**config.mk**
```make
export PLATFORM = sky130hd
export DESIGN_NAME = charger_i2c_slave_fault_monitor
export DESIGN_NICKNAME = d
export VERILOG_FILES = /design/src/shared/charger_pkg.sv /design/src/hdl/sync2.sv /design/src/hdl/i2c_slave_if.sv /design/src/hdl/charger_i2c_slave_fault_monitor.sv
export SDC_FILE = /design/constraint.sdc
export NUM_CORES = 1
export LEC_CHECK = 0
export BUFFER_PORTS_ARGS = -buffer_cell sky130_fd_sc_hd__buf_2
export CAP_MARGIN = 10
export CORE_ASPECT_RATIO = 2
export CORE_UTILIZATION = 44
export DETAILED_ROUTE_END_ITERATION = 6
export PLACE_DENSITY = 0.64
export SYNTH_ARGS = -nofsm -noshare
export SYNTH_HDL_FRONTEND = slang
export SYNTH_SLANG_ARGS = --single-unit
```
**constraint.sdc**
```tcl
create_clock -name clk -period 2.6 [get_ports clk]
set_input_delay 0.39 -clock clk [delete_from_list [all_inputs] [get_ports clk]]
set_output_delay 0.39 -clock clk [all_outputs]
set_load 0.01 [all_outputs]
```
**src/shared/charger_pkg.sv**
```systemverilog
package charger_pkg;
   localparam logic [6:0] DEV_ADDR       = 7'h48;
   localparam logic [7:0] REG_STATUS     = 8'h00;
   localparam logic [7:0] REG_CFG1       = 8'h02;
   localparam logic [7:0] REG_CFG3       = 8'h04;
   localparam logic [7:0] REG_CFG_EN     = 8'h11;
   localparam logic [7:0] REG_EE_CTRL    = 8'h12;
   localparam int         ST_OV_BIT      = 7;
   localparam int         ST_HOT_BIT     = 3;
   localparam int         ST_UV_BIT      = 1;
   localparam logic [7:0] FAULT_MASK     = 8'h88;
   localparam logic [7:0] STATUS_RST     = 8'h00;
   localparam logic [7:0] CFG1_RST       = 8'h00;
   localparam logic [7:0] CFG3_RST       = 8'h00;
   localparam logic [7:0] CFG_EN_RST     = 8'h00;
   localparam logic [7:0] EE_CTRL_RST    = 8'h00;
   localparam logic [7:0] CFG1_WMASK     = 8'h38;
   localparam logic [7:0] CFG3_WMASK     = 8'hf0;
   localparam logic [7:0] CFG_EN_WMASK   = 8'h01;
   localparam int         CFG_EN_BIT     = 0;
   typedef enum logic [1:0] {
      CHG_OFF  = 2'b00,
      CHG_TRACK = 2'b01,
      CHG_CV   = 2'b10,
      CHG_HOT  = 2'b11
   } chg_state_t;
   typedef enum logic [2:0] {
      I2C_IDLE  = 3'b000,
      I2C_RECV  = 3'b001,
      I2C_ACK   = 3'b010,
      I2C_SEND  = 3'b011,
      I2C_MACK  = 3'b100
   } i2c_state_t;
endpackage

```
**src/hdl/sync2.sv**
```systemverilog
`timescale 1ns/1ns
module sync2
   import charger_pkg::*;
#(
   parameter int WIDTH = 1
) (
   input  wire logic             clk,
   input  wire logic             srst,
   input  wire logic [WIDTH-1:0] din,
   output logic      [WIDTH-1:0] dout
);
   logic [WIDTH-1:0] stage1_ff;
   logic [WIDTH-1:0] stage2_ff;
   always_ff @(posedge clk) begin
      if (srst) begin
         stage1_ff <= '0;
         stage2_ff <= '0;
      end else begin
         stage1_ff <= din;
         stage2_ff <= stage1_ff;
      end
   end
   assign dout = stage2_ff;
endmodule

```
**src/hdl/i2c_slave_if.sv**
```systemverilog
`timescale 1ns/1ns
module i2c_slave_if
   import charger_pkg::*;
(
   input  wire logic       clk,
   input  wire logic       srst,
   input  wire logic       sclIn,
   input  wire logic       sdaIn,
   output logic            sdaOut,
   output logic            sdaOe,
   output logic            wrStrobe,
   output logic [7:0]      wrData,
   output logic            rdStrobe,
   input  wire logic [7:0] rdData
);
   logic       sclS;
   logic       sdaS;
   logic       sclD_ff;
   logic       sdaD_ff;
   i2c_state_t state_ff,  nxt_state;
   logic [7:0] shift_ff,  nxt_shift;
   logic [3:0] bitCnt_ff, nxt_bitCnt;
   logic       isAddr_ff, nxt_isAddr;
   logic       isRead_ff, nxt_isRead;
   logic       drive_ff,  nxt_drive;
   logic       wrStb_ff,  nxt_wrStb;
   logic       rdStb_ff,  nxt_rdStb;
   logic [7:0] wrDat_ff,  nxt_wrDat;
   logic       sclRise;
   logic       sclFall;
   logic       startC;
   logic       stopC;

   sync2 #(.WIDTH(2)) u_sync (
      .clk  (clk),
      .srst (srst),
      .din  ({sclIn, sdaIn}),
      .dout ({sclS, sdaS})
   );

   always_ff @(posedge clk) begin
      if (srst) begin
         sclD_ff <= 1'b1;
         sdaD_ff <= 1'b1;
      end else begin
         sclD_ff <= sclS;
         sdaD_ff <= sdaS;
      end
   end

   assign sclRise = sclS & ~sclD_ff;
   assign sclFall = ~sclS & sclD_ff;
   assign startC  = sclS & sclD_ff & sdaD_ff & ~sdaS;
   assign stopC   = sclS & sclD_ff & ~sdaD_ff & sdaS;

   always_comb begin
      nxt_state  = state_ff;
      nxt_shift  = shift_ff;
      nxt_bitCnt = bitCnt_ff;
      nxt_isAddr = isAddr_ff;
      nxt_isRead = isRead_ff;
      nxt_drive  = drive_ff;
      nxt_wrStb  = 1'b0;
      nxt_rdStb  = 1'b0;
      nxt_wrDat  = wrDat_ff;
      if (startC) begin
         nxt_state  = I2C_RECV;
         nxt_bitCnt = 4'h0;
         nxt_isAddr = 1'b1;
         nxt_drive  = 1'b0;
      end else if (stopC) begin
         nxt_state = I2C_IDLE;
         nxt_drive = 1'b0;
      end else begin
         unique case (state_ff)
            I2C_IDLE: begin
               nxt_drive = 1'b0;
            end
            I2C_RECV: begin
               if (sclRise) begin
                  nxt_shift  = {shift_ff[6:0], sdaS};
                  nxt_bitCnt = bitCnt_ff + 4'h1;
               end else if (sclFall && bitCnt_ff == 4'h8) begin
                  nxt_bitCnt = 4'h0;
                  if (isAddr_ff) begin
                     if (shift_ff[7:1] == DEV_ADDR) begin
                        nxt_isRead = shift_ff[0];
                        nxt_drive  = 1'b1;
                        nxt_state  = I2C_ACK;
                     end else begin
                        nxt_state = I2C_IDLE;
                     end
                  end else begin
                     nxt_wrDat = shift_ff;
                     nxt_wrStb = 1'b1;
                     nxt_drive = 1'b1;
                     nxt_state = I2C_ACK;
                  end
               end
            end
            I2C_ACK: begin
               if (sclFall) begin
                  nxt_isAddr = 1'b0;
                  if (isRead_ff && isAddr_ff) begin
                     nxt_shift = rdData;
                     nxt_rdStb = 1'b1;
                     nxt_drive = ~rdData[7];
                     nxt_state = I2C_SEND;
                  end else begin
                     nxt_drive = 1'b0;
                     nxt_state = I2C_RECV;
                  end
               end
            end
            I2C_SEND: begin
               if (sclFall) begin
                  nxt_bitCnt = bitCnt_ff + 4'h1;
                  if (bitCnt_ff == 4'h7) begin
                     nxt_drive = 1'b0;
                     nxt_state = I2C_MACK;
                  end else begin
                     nxt_shift = {shift_ff[6:0], 1'b0};
                     nxt_drive = ~shift_ff[6];
                  end
               end
            end
            I2C_MACK: begin
               if (sclRise) begin
                  nxt_bitCnt = 4'h0;
                  if (sdaS) begin
                     nxt_state = I2C_IDLE;
                  end else begin
                     nxt_state = I2C_ACK;
                     nxt_isAddr = 1'b1;
                  end
               end
            end
            default: begin
               nxt_state = I2C_IDLE;
            end
         endcase
      end
   end

   always_ff @(posedge clk) begin
      if (srst) begin
         state_ff  <= I2C_IDLE;
         shift_ff  <= 8'h00;
         bitCnt_ff <= 4'h0;
         isAddr_ff <= 1'b0;
         isRead_ff <= 1'b0;
         drive_ff  <= 1'b0;
         wrStb_ff  <= 1'b0;
         rdStb_ff  <= 1'b0;
         wrDat_ff  <= 8'h00;
      end else begin
         state_ff  <= nxt_state;
         shift_ff  <= nxt_shift;
         bitCnt_ff <= nxt_bitCnt;
         isAddr_ff <= nxt_isAddr;
         isRead_ff <= nxt_isRead;
         drive_ff  <= nxt_drive;
         wrStb_ff  <= nxt_wrStb;
         rdStb_ff  <= nxt_rdStb;
         wrDat_ff  <= nxt_wrDat;
      end
   end

   assign sdaOut   = 1'b0;
   assign sdaOe    = drive_ff;
   assign wrStrobe = wrStb_ff;
   assign wrData   = wrDat_ff;
   assign rdStrobe = rdStb_ff;
endmodule

```
**src/hdl/charger_i2c_slave_fault_monitor.sv**
```systemverilog
`timescale 1ns/1ns
module charger_i2c_slave_fault_monitor
   import charger_pkg::*;
(
   input  wire logic       clk,
   input  wire logic       srst,
   input  wire logic       enablePin,
   input  wire logic       supplyAboveOn,
   input  wire logic       supplyBelowOff,
   input  wire logic       outAtTerm,
   input  wire logic       outOverVolt,
   input  wire logic       overcurrent_threshold,
   input  wire logic       tempAbove170,
   input  wire logic       tempBelow160,
   input  wire logic       cycleStart,
   input  wire logic       sclIn,
   input  wire logic       sdaIn,
   output logic            sdaOut,
   output logic            sdaOe,
   output logic            fault_out_n_out,
   output logic            fault_out_n_oe,
   output logic            switchOn,
   output logic            switch_node_out_oe,
   output logic            max_power_tracking,
   output logic            cvRegulate,
   output logic            running,
   output logic [2:0]      termSelect,
   output logic [3:0]      chargeCurrentSel
);
   logic [8:0] pinsS;
   logic       enS;
   logic       uvOnS;
   logic       uvOffS;
   logic       termS;
   logic       ovS;
   logic       ocS;
   logic       hotS;
   logic       coolS;
   logic       cycS;
   logic       wrStrobe;
   logic [7:0] wrData;
   logic       rdStrobe;
   logic [7:0] rdData;
   logic       faultAny;
   logic [1:0] busS;
   logic       sclBusD_ff;
   logic       sdaBusD_ff;
   logic       busStart;

   chg_state_t chg_ff,     nxt_chg;
   logic       run_ff,     nxt_run;
   logic       pwm_ff,     nxt_pwm;
   logic [7:0] status_ff,  nxt_status;
   logic [7:0] cfg1_ff,    nxt_cfg1;
   logic [7:0] cfg3_ff,    nxt_cfg3;
   logic [7:0] cfgEn_ff,   nxt_cfgEn;
   logic [7:0] eeCtrl_ff,  nxt_eeCtrl;
   logic [7:0] ptr_ff,     nxt_ptr;
   logic       ptrNext_ff, nxt_ptrNext;
   logic [7:0] rdData_ff,  nxt_rdData;

   sync2 #(.WIDTH(9)) u_pins (
      .clk  (clk),
      .srst (srst),
      .din  ({enablePin, supplyAboveOn, supplyBelowOff, outAtTerm, outOverVolt,
              overcurrent_threshold, tempAbove170, tempBelow160, cycleStart}),
      .dout (pinsS)
   );
   assign {enS, uvOnS, uvOffS, termS, ovS, ocS, hotS, coolS, cycS} = pinsS;

   i2c_slave_if u_i2c (
      .clk      (clk),
      .srst     (srst),
      .sclIn    (sclIn),
      .sdaIn    (sdaIn),
      .sdaOut   (sdaOut),
      .sdaOe    (sdaOe),
      .wrStrobe (wrStrobe),
      .wrData   (wrData),
      .rdStrobe (rdStrobe),
      .rdData   (rdData)
   );

   // Start condition seen here too, so every write transfer reloads the pointer
   sync2 #(.WIDTH(2)) u_bus (
      .clk  (clk),
      .srst (srst),
      .din  ({sclIn, sdaIn}),
      .dout (busS)
   );
   always_ff @(posedge clk) begin
      if (srst) begin
         sclBusD_ff <= 1'b1;
         sdaBusD_ff <= 1'b1;
      end else begin
         sclBusD_ff <= busS[1];
         sdaBusD_ff <= busS[0];
      end
   end
   assign busStart = busS[1] & sclBusD_ff & sdaBusD_ff & ~busS[0];

   // Enable and supply lockout with hysteresis
   always_comb begin
      nxt_run = run_ff;
      if (!enS || uvOffS) begin
         nxt_run = 1'b0;
      end else if (enS && uvOnS) begin
         nxt_run = 1'b1;
      end
   end

   // Charge profile sequencing
   always_comb begin
      nxt_chg = chg_ff;
      unique case (chg_ff)
         CHG_OFF: begin
            if (run_ff && !ovS && !hotS) begin
               nxt_chg = termS ? CHG_CV : CHG_TRACK;
            end
         end
         CHG_TRACK: begin
            if (termS) begin
               nxt_chg = CHG_CV;
            end
         end
         CHG_CV: begin
            if (!termS) begin
               nxt_chg = CHG_TRACK;
            end
         end
         CHG_HOT: begin
            if (coolS) begin
               nxt_chg = CHG_OFF;
            end
         end
      endcase
      if (!run_ff) begin
         nxt_chg = CHG_OFF;
      end else if (hotS) begin
         nxt_chg = CHG_HOT;
      end else if (ovS && chg_ff != CHG_HOT) begin
         nxt_chg = CHG_OFF;
      end
   end

   // Cycle-by-cycle current limit
   always_comb begin
      nxt_pwm = pwm_ff;
      if (chg_ff == CHG_OFF || chg_ff == CHG_HOT) begin
         nxt_pwm = 1'b0;
      end else if (ocS) begin
         nxt_pwm = 1'b0;
      end else if (cycS) begin
         nxt_pwm = 1'b1;
      end
   end

   // Status latching, set wins over read clear
   always_comb begin
      nxt_status = status_ff;
      if (rdStrobe && ptr_ff == REG_STATUS) begin
         nxt_status = STATUS_RST;
      end
      if (ovS) begin
         nxt_status[ST_OV_BIT] = 1'b1;
      end
      if (hotS) begin
         nxt_status[ST_HOT_BIT] = 1'b1;
      end
      if (enS && !run_ff && !uvOnS) begin
         nxt_status[ST_UV_BIT] = 1'b1;
      end
   end

   // Register pointer and writes
   always_comb begin
      nxt_ptr     = ptr_ff;
      nxt_ptrNext = ptrNext_ff;
      nxt_cfg1    = cfg1_ff;
      nxt_cfg3    = cfg3_ff;
      nxt_cfgEn   = cfgEn_ff;
      nxt_eeCtrl  = eeCtrl_ff;
      nxt_rdData  = rdData_ff;
      if (rdStrobe) begin
         nxt_ptr = ptr_ff + 8'h01;
      end
      if (wrStrobe) begin
         if (!ptrNext_ff) begin
            nxt_ptr     = wrData;
            nxt_ptrNext = 1'b1;
         end else begin
            nxt_ptr = ptr_ff + 8'h01;
            unique case (ptr_ff)
               REG_CFG1: begin
                  if (cfgEn_ff[CFG_EN_BIT]) begin
                     nxt_cfg1 = wrData & CFG1_WMASK;
                  end
               end
               REG_CFG3: begin
                  if (cfgEn_ff[CFG_EN_BIT]) begin
                     nxt_cfg3 = wrData & CFG3_WMASK;
                  end
               end
               REG_CFG_EN: begin
                  nxt_cfgEn = wrData & CFG_EN_WMASK;
               end
               REG_EE_CTRL: begin
                  if (cfgEn_ff[CFG_EN_BIT]) begin
                     nxt_eeCtrl = wrData;
                  end
               end
               default: begin
               end
            endcase
         end
      end
      if (busStart) begin
         nxt_ptrNext = 1'b0;
      end
      unique case (nxt_ptr)
         REG_STATUS:  nxt_rdData = nxt_status;
         REG_CFG1:    nxt_rdData = cfgEn_ff[CFG_EN_BIT] ? cfg1_ff : 8'h00;
         REG_CFG3:    nxt_rdData = cfgEn_ff[CFG_EN_BIT] ? cfg3_ff : 8'h00;
         REG_CFG_EN:  nxt_rdData = cfgEn_ff;
         REG_EE_CTRL: nxt_rdData = cfgEn_ff[CFG_EN_BIT] ? eeCtrl_ff : 8'h00;
         default:     nxt_rdData = 8'h00;
      endcase
   end

   always_ff @(posedge clk) begin
      if (srst) begin
         run_ff     <= 1'b0;
         chg_ff     <= CHG_OFF;
         pwm_ff     <= 1'b0;
         status_ff  <= STATUS_RST;
         cfg1_ff    <= CFG1_RST;
         cfg3_ff    <= CFG3_RST;
         cfgEn_ff   <= CFG_EN_RST;
         eeCtrl_ff  <= EE_CTRL_RST;
         ptr_ff     <= 8'h00;
         ptrNext_ff <= 1'b0;
         rdData_ff  <= 8'h00;
      end else begin
         run_ff     <= nxt_run;
         chg_ff     <= nxt_chg;
         pwm_ff     <= nxt_pwm;
         status_ff  <= nxt_status;
         cfg1_ff    <= nxt_cfg1;
         cfg3_ff    <= nxt_cfg3;
         cfgEn_ff   <= nxt_cfgEn;
         eeCtrl_ff  <= nxt_eeCtrl;
         ptr_ff     <= nxt_ptr;
         ptrNext_ff <= nxt_ptrNext;
         rdData_ff  <= nxt_rdData;
      end
   end

   assign rdData   = rdData_ff;
   assign faultAny = |(status_ff & FAULT_MASK);

   assign fault_out_n_out    = 1'b0;
   assign fault_out_n_oe     = faultAny;
   assign switchOn           = pwm_ff;
   assign switch_node_out_oe = (chg_ff == CHG_TRACK) || (chg_ff == CHG_CV);
   assign max_power_tracking = (chg_ff == CHG_TRACK);
   assign cvRegulate         = (chg_ff == CHG_CV);
   assign running            = run_ff;
   assign termSelect         = cfg1_ff[5:3];
   assign chargeCurrentSel   = cfg3_ff[7:4];
endmodule

```
==> impl_metrics.py <==
metrics = {
    "route": {
        "wl_met1_um": 4030,
        "highest_layer": "met4",
        "wl_met3_um": 369,
        "via_per_inst": 5.58,
        "antenna_left": 0,
        "met2_length_um": 5910,
        "dr.pass1.iters": 4,
        "drc": 0,
        "routed_wl_um": 11100,
        "via_count": 3696,
        "drt-initial-drc-count": 234,
        "wl_per_cell_um": 16.7,
    },
    "cts": {
        "clkSlewWorstSetupHoldPaths_ns": 0.07,
        "postCtsHoldBufs": 0,
        "cts_tree": "built",
        "clk_path_buf_depth": 2,
        "cts_resized": 0,
        "cts_root_buf": "clkbuf_16",
        "cts_buffers": 9,
        "cts_sinks": 97,
        "postCtsSetupBuffers": 0,
        "clk_latency_ns": 0.34,
        "htreeDepth": 3,
    },
    "synth": {
        "ys_warn_count": 0,
        "synth-edff-count": 0,
        "netlist_area_mm2": 0.00464,
        "yosys_register_bits": 97,
        "syn_area_per_cell_um2": 9.26,
        "syn_inst": 501,
        "async_reset_ff_share_pct": 0,
        "synthFlopType": "dfxtp_1",
        "yosysUniqueCellTypes": 67,
        "ys_seq_area_share_pct": 41.9,
    },
    "floorplanning": {
        "die_w_um": 74.6,
        "start_util_pct": 45.4,
        "io_pins": 29,
        "dieArea_mm2": 0.0110,
        "rows": 52,
        "die_y_um": 147,
        "core_mm2": 0.0102,
    },
    "sta": {
        "max_freq_ghz": 0.420,
        "report.final.setup_viol": 0,
        "hold_viol_final": 0,
        "fin_skew_ns": 0.00578,
        "setup_slack_ns": 0.222,
        "fin_hold_ws_ns": 0.254,
        "max_slew.worst_pin.slew_ns": 0.698,
        "rsz0062_at_grt": "false",
        "period_share_pct": 91.5,
        "slew_violations": 0,
        "fin_crit_ns": 2.38,
        "worst_slew_margin_rel_pct": 53.4,
        "setup_tns_ns": 0,
    },
    "placement": {
        "dp_slack_ns": 0.278,
        "dpl-instance-area_mm2": 0.00487,
        "gp_congestion": 0.888,
        "portBuffers": 26,
        "dp_hpwl_um": 8330,
    },
    "setup_path": {
        "crit_required_ns": 2.83,
        "max_stage_delay_ns": 0.45,
        "slowest_stage": "dfxtp_1",
        "worstPathCellList": "inv_1, ha_1, mux2i_1, mux2i_1, or3_4, nor3b_4, o31ai_4, a2111oi_2",
        "cp-start-kind": "flip-flop",
        "path_class": "flip-flop to flip-flop",
        "critPathCaptureType": "flip-flop",
        "worst_path_most_repeated_cell": "mux2i_1",
        "crit_fanout": 6,
        "arrival_ns": 2.61,
    },
    "global_route": {
        "overflow": 0,
        "grt_pass1_wl_um": 18000,
        "antenna_found_initial": 0,
        "grt_max_degree": 51,
        "grt_usage_pct": 21.8,
        "grt_pass1_vias": 3655,
    },
    "power_and_ir_drop": {
        "switchingPower_w": 0.000697,
        "total_leakage_power_nw": 2.11,
        "power.density_mw_per_mm2": 583,
        "p_seq_share_pct": 50.6,
        "clkPwrFrac_pct": 46.1,
        "combPwrFrac_pct": 3.3,
        "vdd_drop_max_v": 0.000522,
        "internal_power_w": 0.00233,
        "p_sw_share_pct": 23.0,
    },
    "cells_and_area": {
        "antennaDiodeCount": 0,
        "syn_to_final_growth_pct": 11.9,
        "drive_above_1_share_pct": 16.3,
        "fin_area_mm2": 0.00519,
        "nNetsFinal": 547,
    },
    "flow_run": {
        "drv_cap": 0,
    },
    "outcome": {
        "status": "finished, final reports clean",
    },
    "min_path": {
        "hold_class": "primary input to flip-flop",
    },
}
[worst paths after layout]
check | startpoint | endpoint | slack [ns] | cells after the start
worst min-delay path | enablePin | u_pins.stage1_ff[8] | 0.25 | 2
worst min register to register | u_pins.dout[3] | switchOn | 0.40 | 1
worst max register to register | ptr_ff[0] | rdData[3] | 0.22 | 8
worst max-delay path | ptr_ff[0] | rdData[3] | 0.22 | 8
[placed cells by master, fill, tap and decap left out, drive strengths merged, types with 5 or more instances in the layout]
cell type / instances
a211oi: 11
a21oi: 16
a221oi: 5
and2: 8
and3: 9
buf: 39
clkbuf: 9
dfxtp: 97
ha: 12
inv: 21
mux2i: 40
nand2: 24
nand2b: 6
nand3: 12
nand4: 6
nor2: 71
nor2b: 32
nor3: 11
nor4: 5
o21ai: 20
xor2: 7
[synth_stat cells (3+ instances only)]
| cell | n | area share [%] |
|---|---|---|
| or2_2 | 3 | 0.40 |
| o21ai_0 | 16 | 1.7 |
| nand2b_1 | 6 | 0.81 |
| ha_1 | 12 | 3.2 |
| buf_4 | 5 | 0.81 |
| a221oi_1 | 5 | 0.94 |
| buf_2 | 5 | 0.54 |
| a2111oi_2 | 3 | 0.97 |
| nor4_1 | 5 | 0.67 |
| mux2_2 | 4 | 0.97 |
| inv_1 | 16 | 1.3 |
| nor2b_1 | 32 | 4.3 |
| a21oi_1 | 15 | 1.6 |
| nor2_1 | 68 | 5.5 |
| nand4b_1 | 3 | 0.57 |
| clkbuf_1 | 14 | 1.1 |
| nand2_1 | 24 | 1.9 |
| nor4b_1 | 3 | 0.57 |
| o211ai_1 | 4 | 0.65 |
| or3_1 | 3 | 0.40 |
| buf_6 | 5 | 1.2 |
| a211oi_1 | 10 | 1.6 |
| dfxtp_1 | 97 | 42 |
| mux2i_1 | 40 | 8.6 |
| nand4_1 | 4 | 0.54 |
| and2_1 | 8 | 1.1 |
| nand3_1 | 12 | 1.3 |
| and3_1 | 9 | 1.2 |
| xor2_1 | 7 | 1.3 |
| nor3_2 | 3 | 0.65 |
| nor3_1 | 8 | 0.86 |
[sequential cells by signal, indices dropped and copies added, names as in the netlist, 2 cells and up]
register	count
u_i2c.bitCnt_ff	4
u_i2c.shift_ff	8
u_i2c.u_sync.dout	2
u_pins.stage1_ff	9
cfg1_ff	3
eeCtrl_ff	8
u_i2c.state_ff	3
cfg3_ff	4
u_bus.stage1_ff	2
rdData	8
ptr_ff	8
u_pins.dout	9
chg_ff	2
u_i2c.wrData	8
status_ff	8
[cells by family (layout without fill, tap and decap cells)]
family                     after synthesis  after routing  synth area share (%)
and+or+nand+nor                        206            206                  24.4
muxes                                   44             44                  9.60
adders and majority gates               12             12                  3.24
AOI/OAI and AO/OA                       85             85                  14.0
other                                    1              2                0.0809
buffers and inverters                   47             72                  5.15
xor gates and xnor gates                 9              9                  1.70
DFF                                     97             97                  41.9
[power groups by stage]
stage               Clock, W  Sequential [W]  Combinational (W)
finish               0.00140         0.00153           0.000100
CTS                  0.00143         0.00153           0.000101
detailed placement         0         0.00157           0.000101
floorplan                  0         0.00156          0.0000806
global placement           0         0.00157          0.0000997
global route         0.00149         0.00154           0.000112
[cell type report]
type                            count  area [µm²]
Fill cell                         940        5020
Multi-Input combinational cell    358        2470
Sequential cell                    97        1940
Timing Repair Buffer               39         228
Clock buffer                        9         225
Tap cell                          135         169
Clock inverter                      7        96.3
Inverter                           17        63.8
[metal layers]
metal / track usage [%] / vias to the layer above
met5: 0 / -
met4: 14.8 / 0
met3: 3.29 / 46
met2: 38.4 / 109
met1: 22.6 / 1735
li1: - / 1806
[metrics by stage]
stage / cells / utilization [%] / power [W]
2_1_floorplan: 502 / - / 0.00164
3_3_place_gp: 646 / 47.7 / 0.00167
3_5_place_dp: 646 / 47.7 / 0.00167
4_1_cts: 662 / 50.8 / 0.00306
5_1_grt: 662 / 50.8 / 0.00314
6_report: 662 / 50.8 / 0.00303
[worst max-delay path: cells and delay by family, from the launching register on]
family | cells | cell delay (ns)
adders and majority gates | 1 | 0.34
and+or+nand+nor | 2 | 0.66
muxes | 2 | 0.27
buffers and inverters | 1 | 0.14
AOI/OAI and AO/OA | 2 | 0.41
DFF | 1 | 0.45
(Power assumes the default switching activity.)
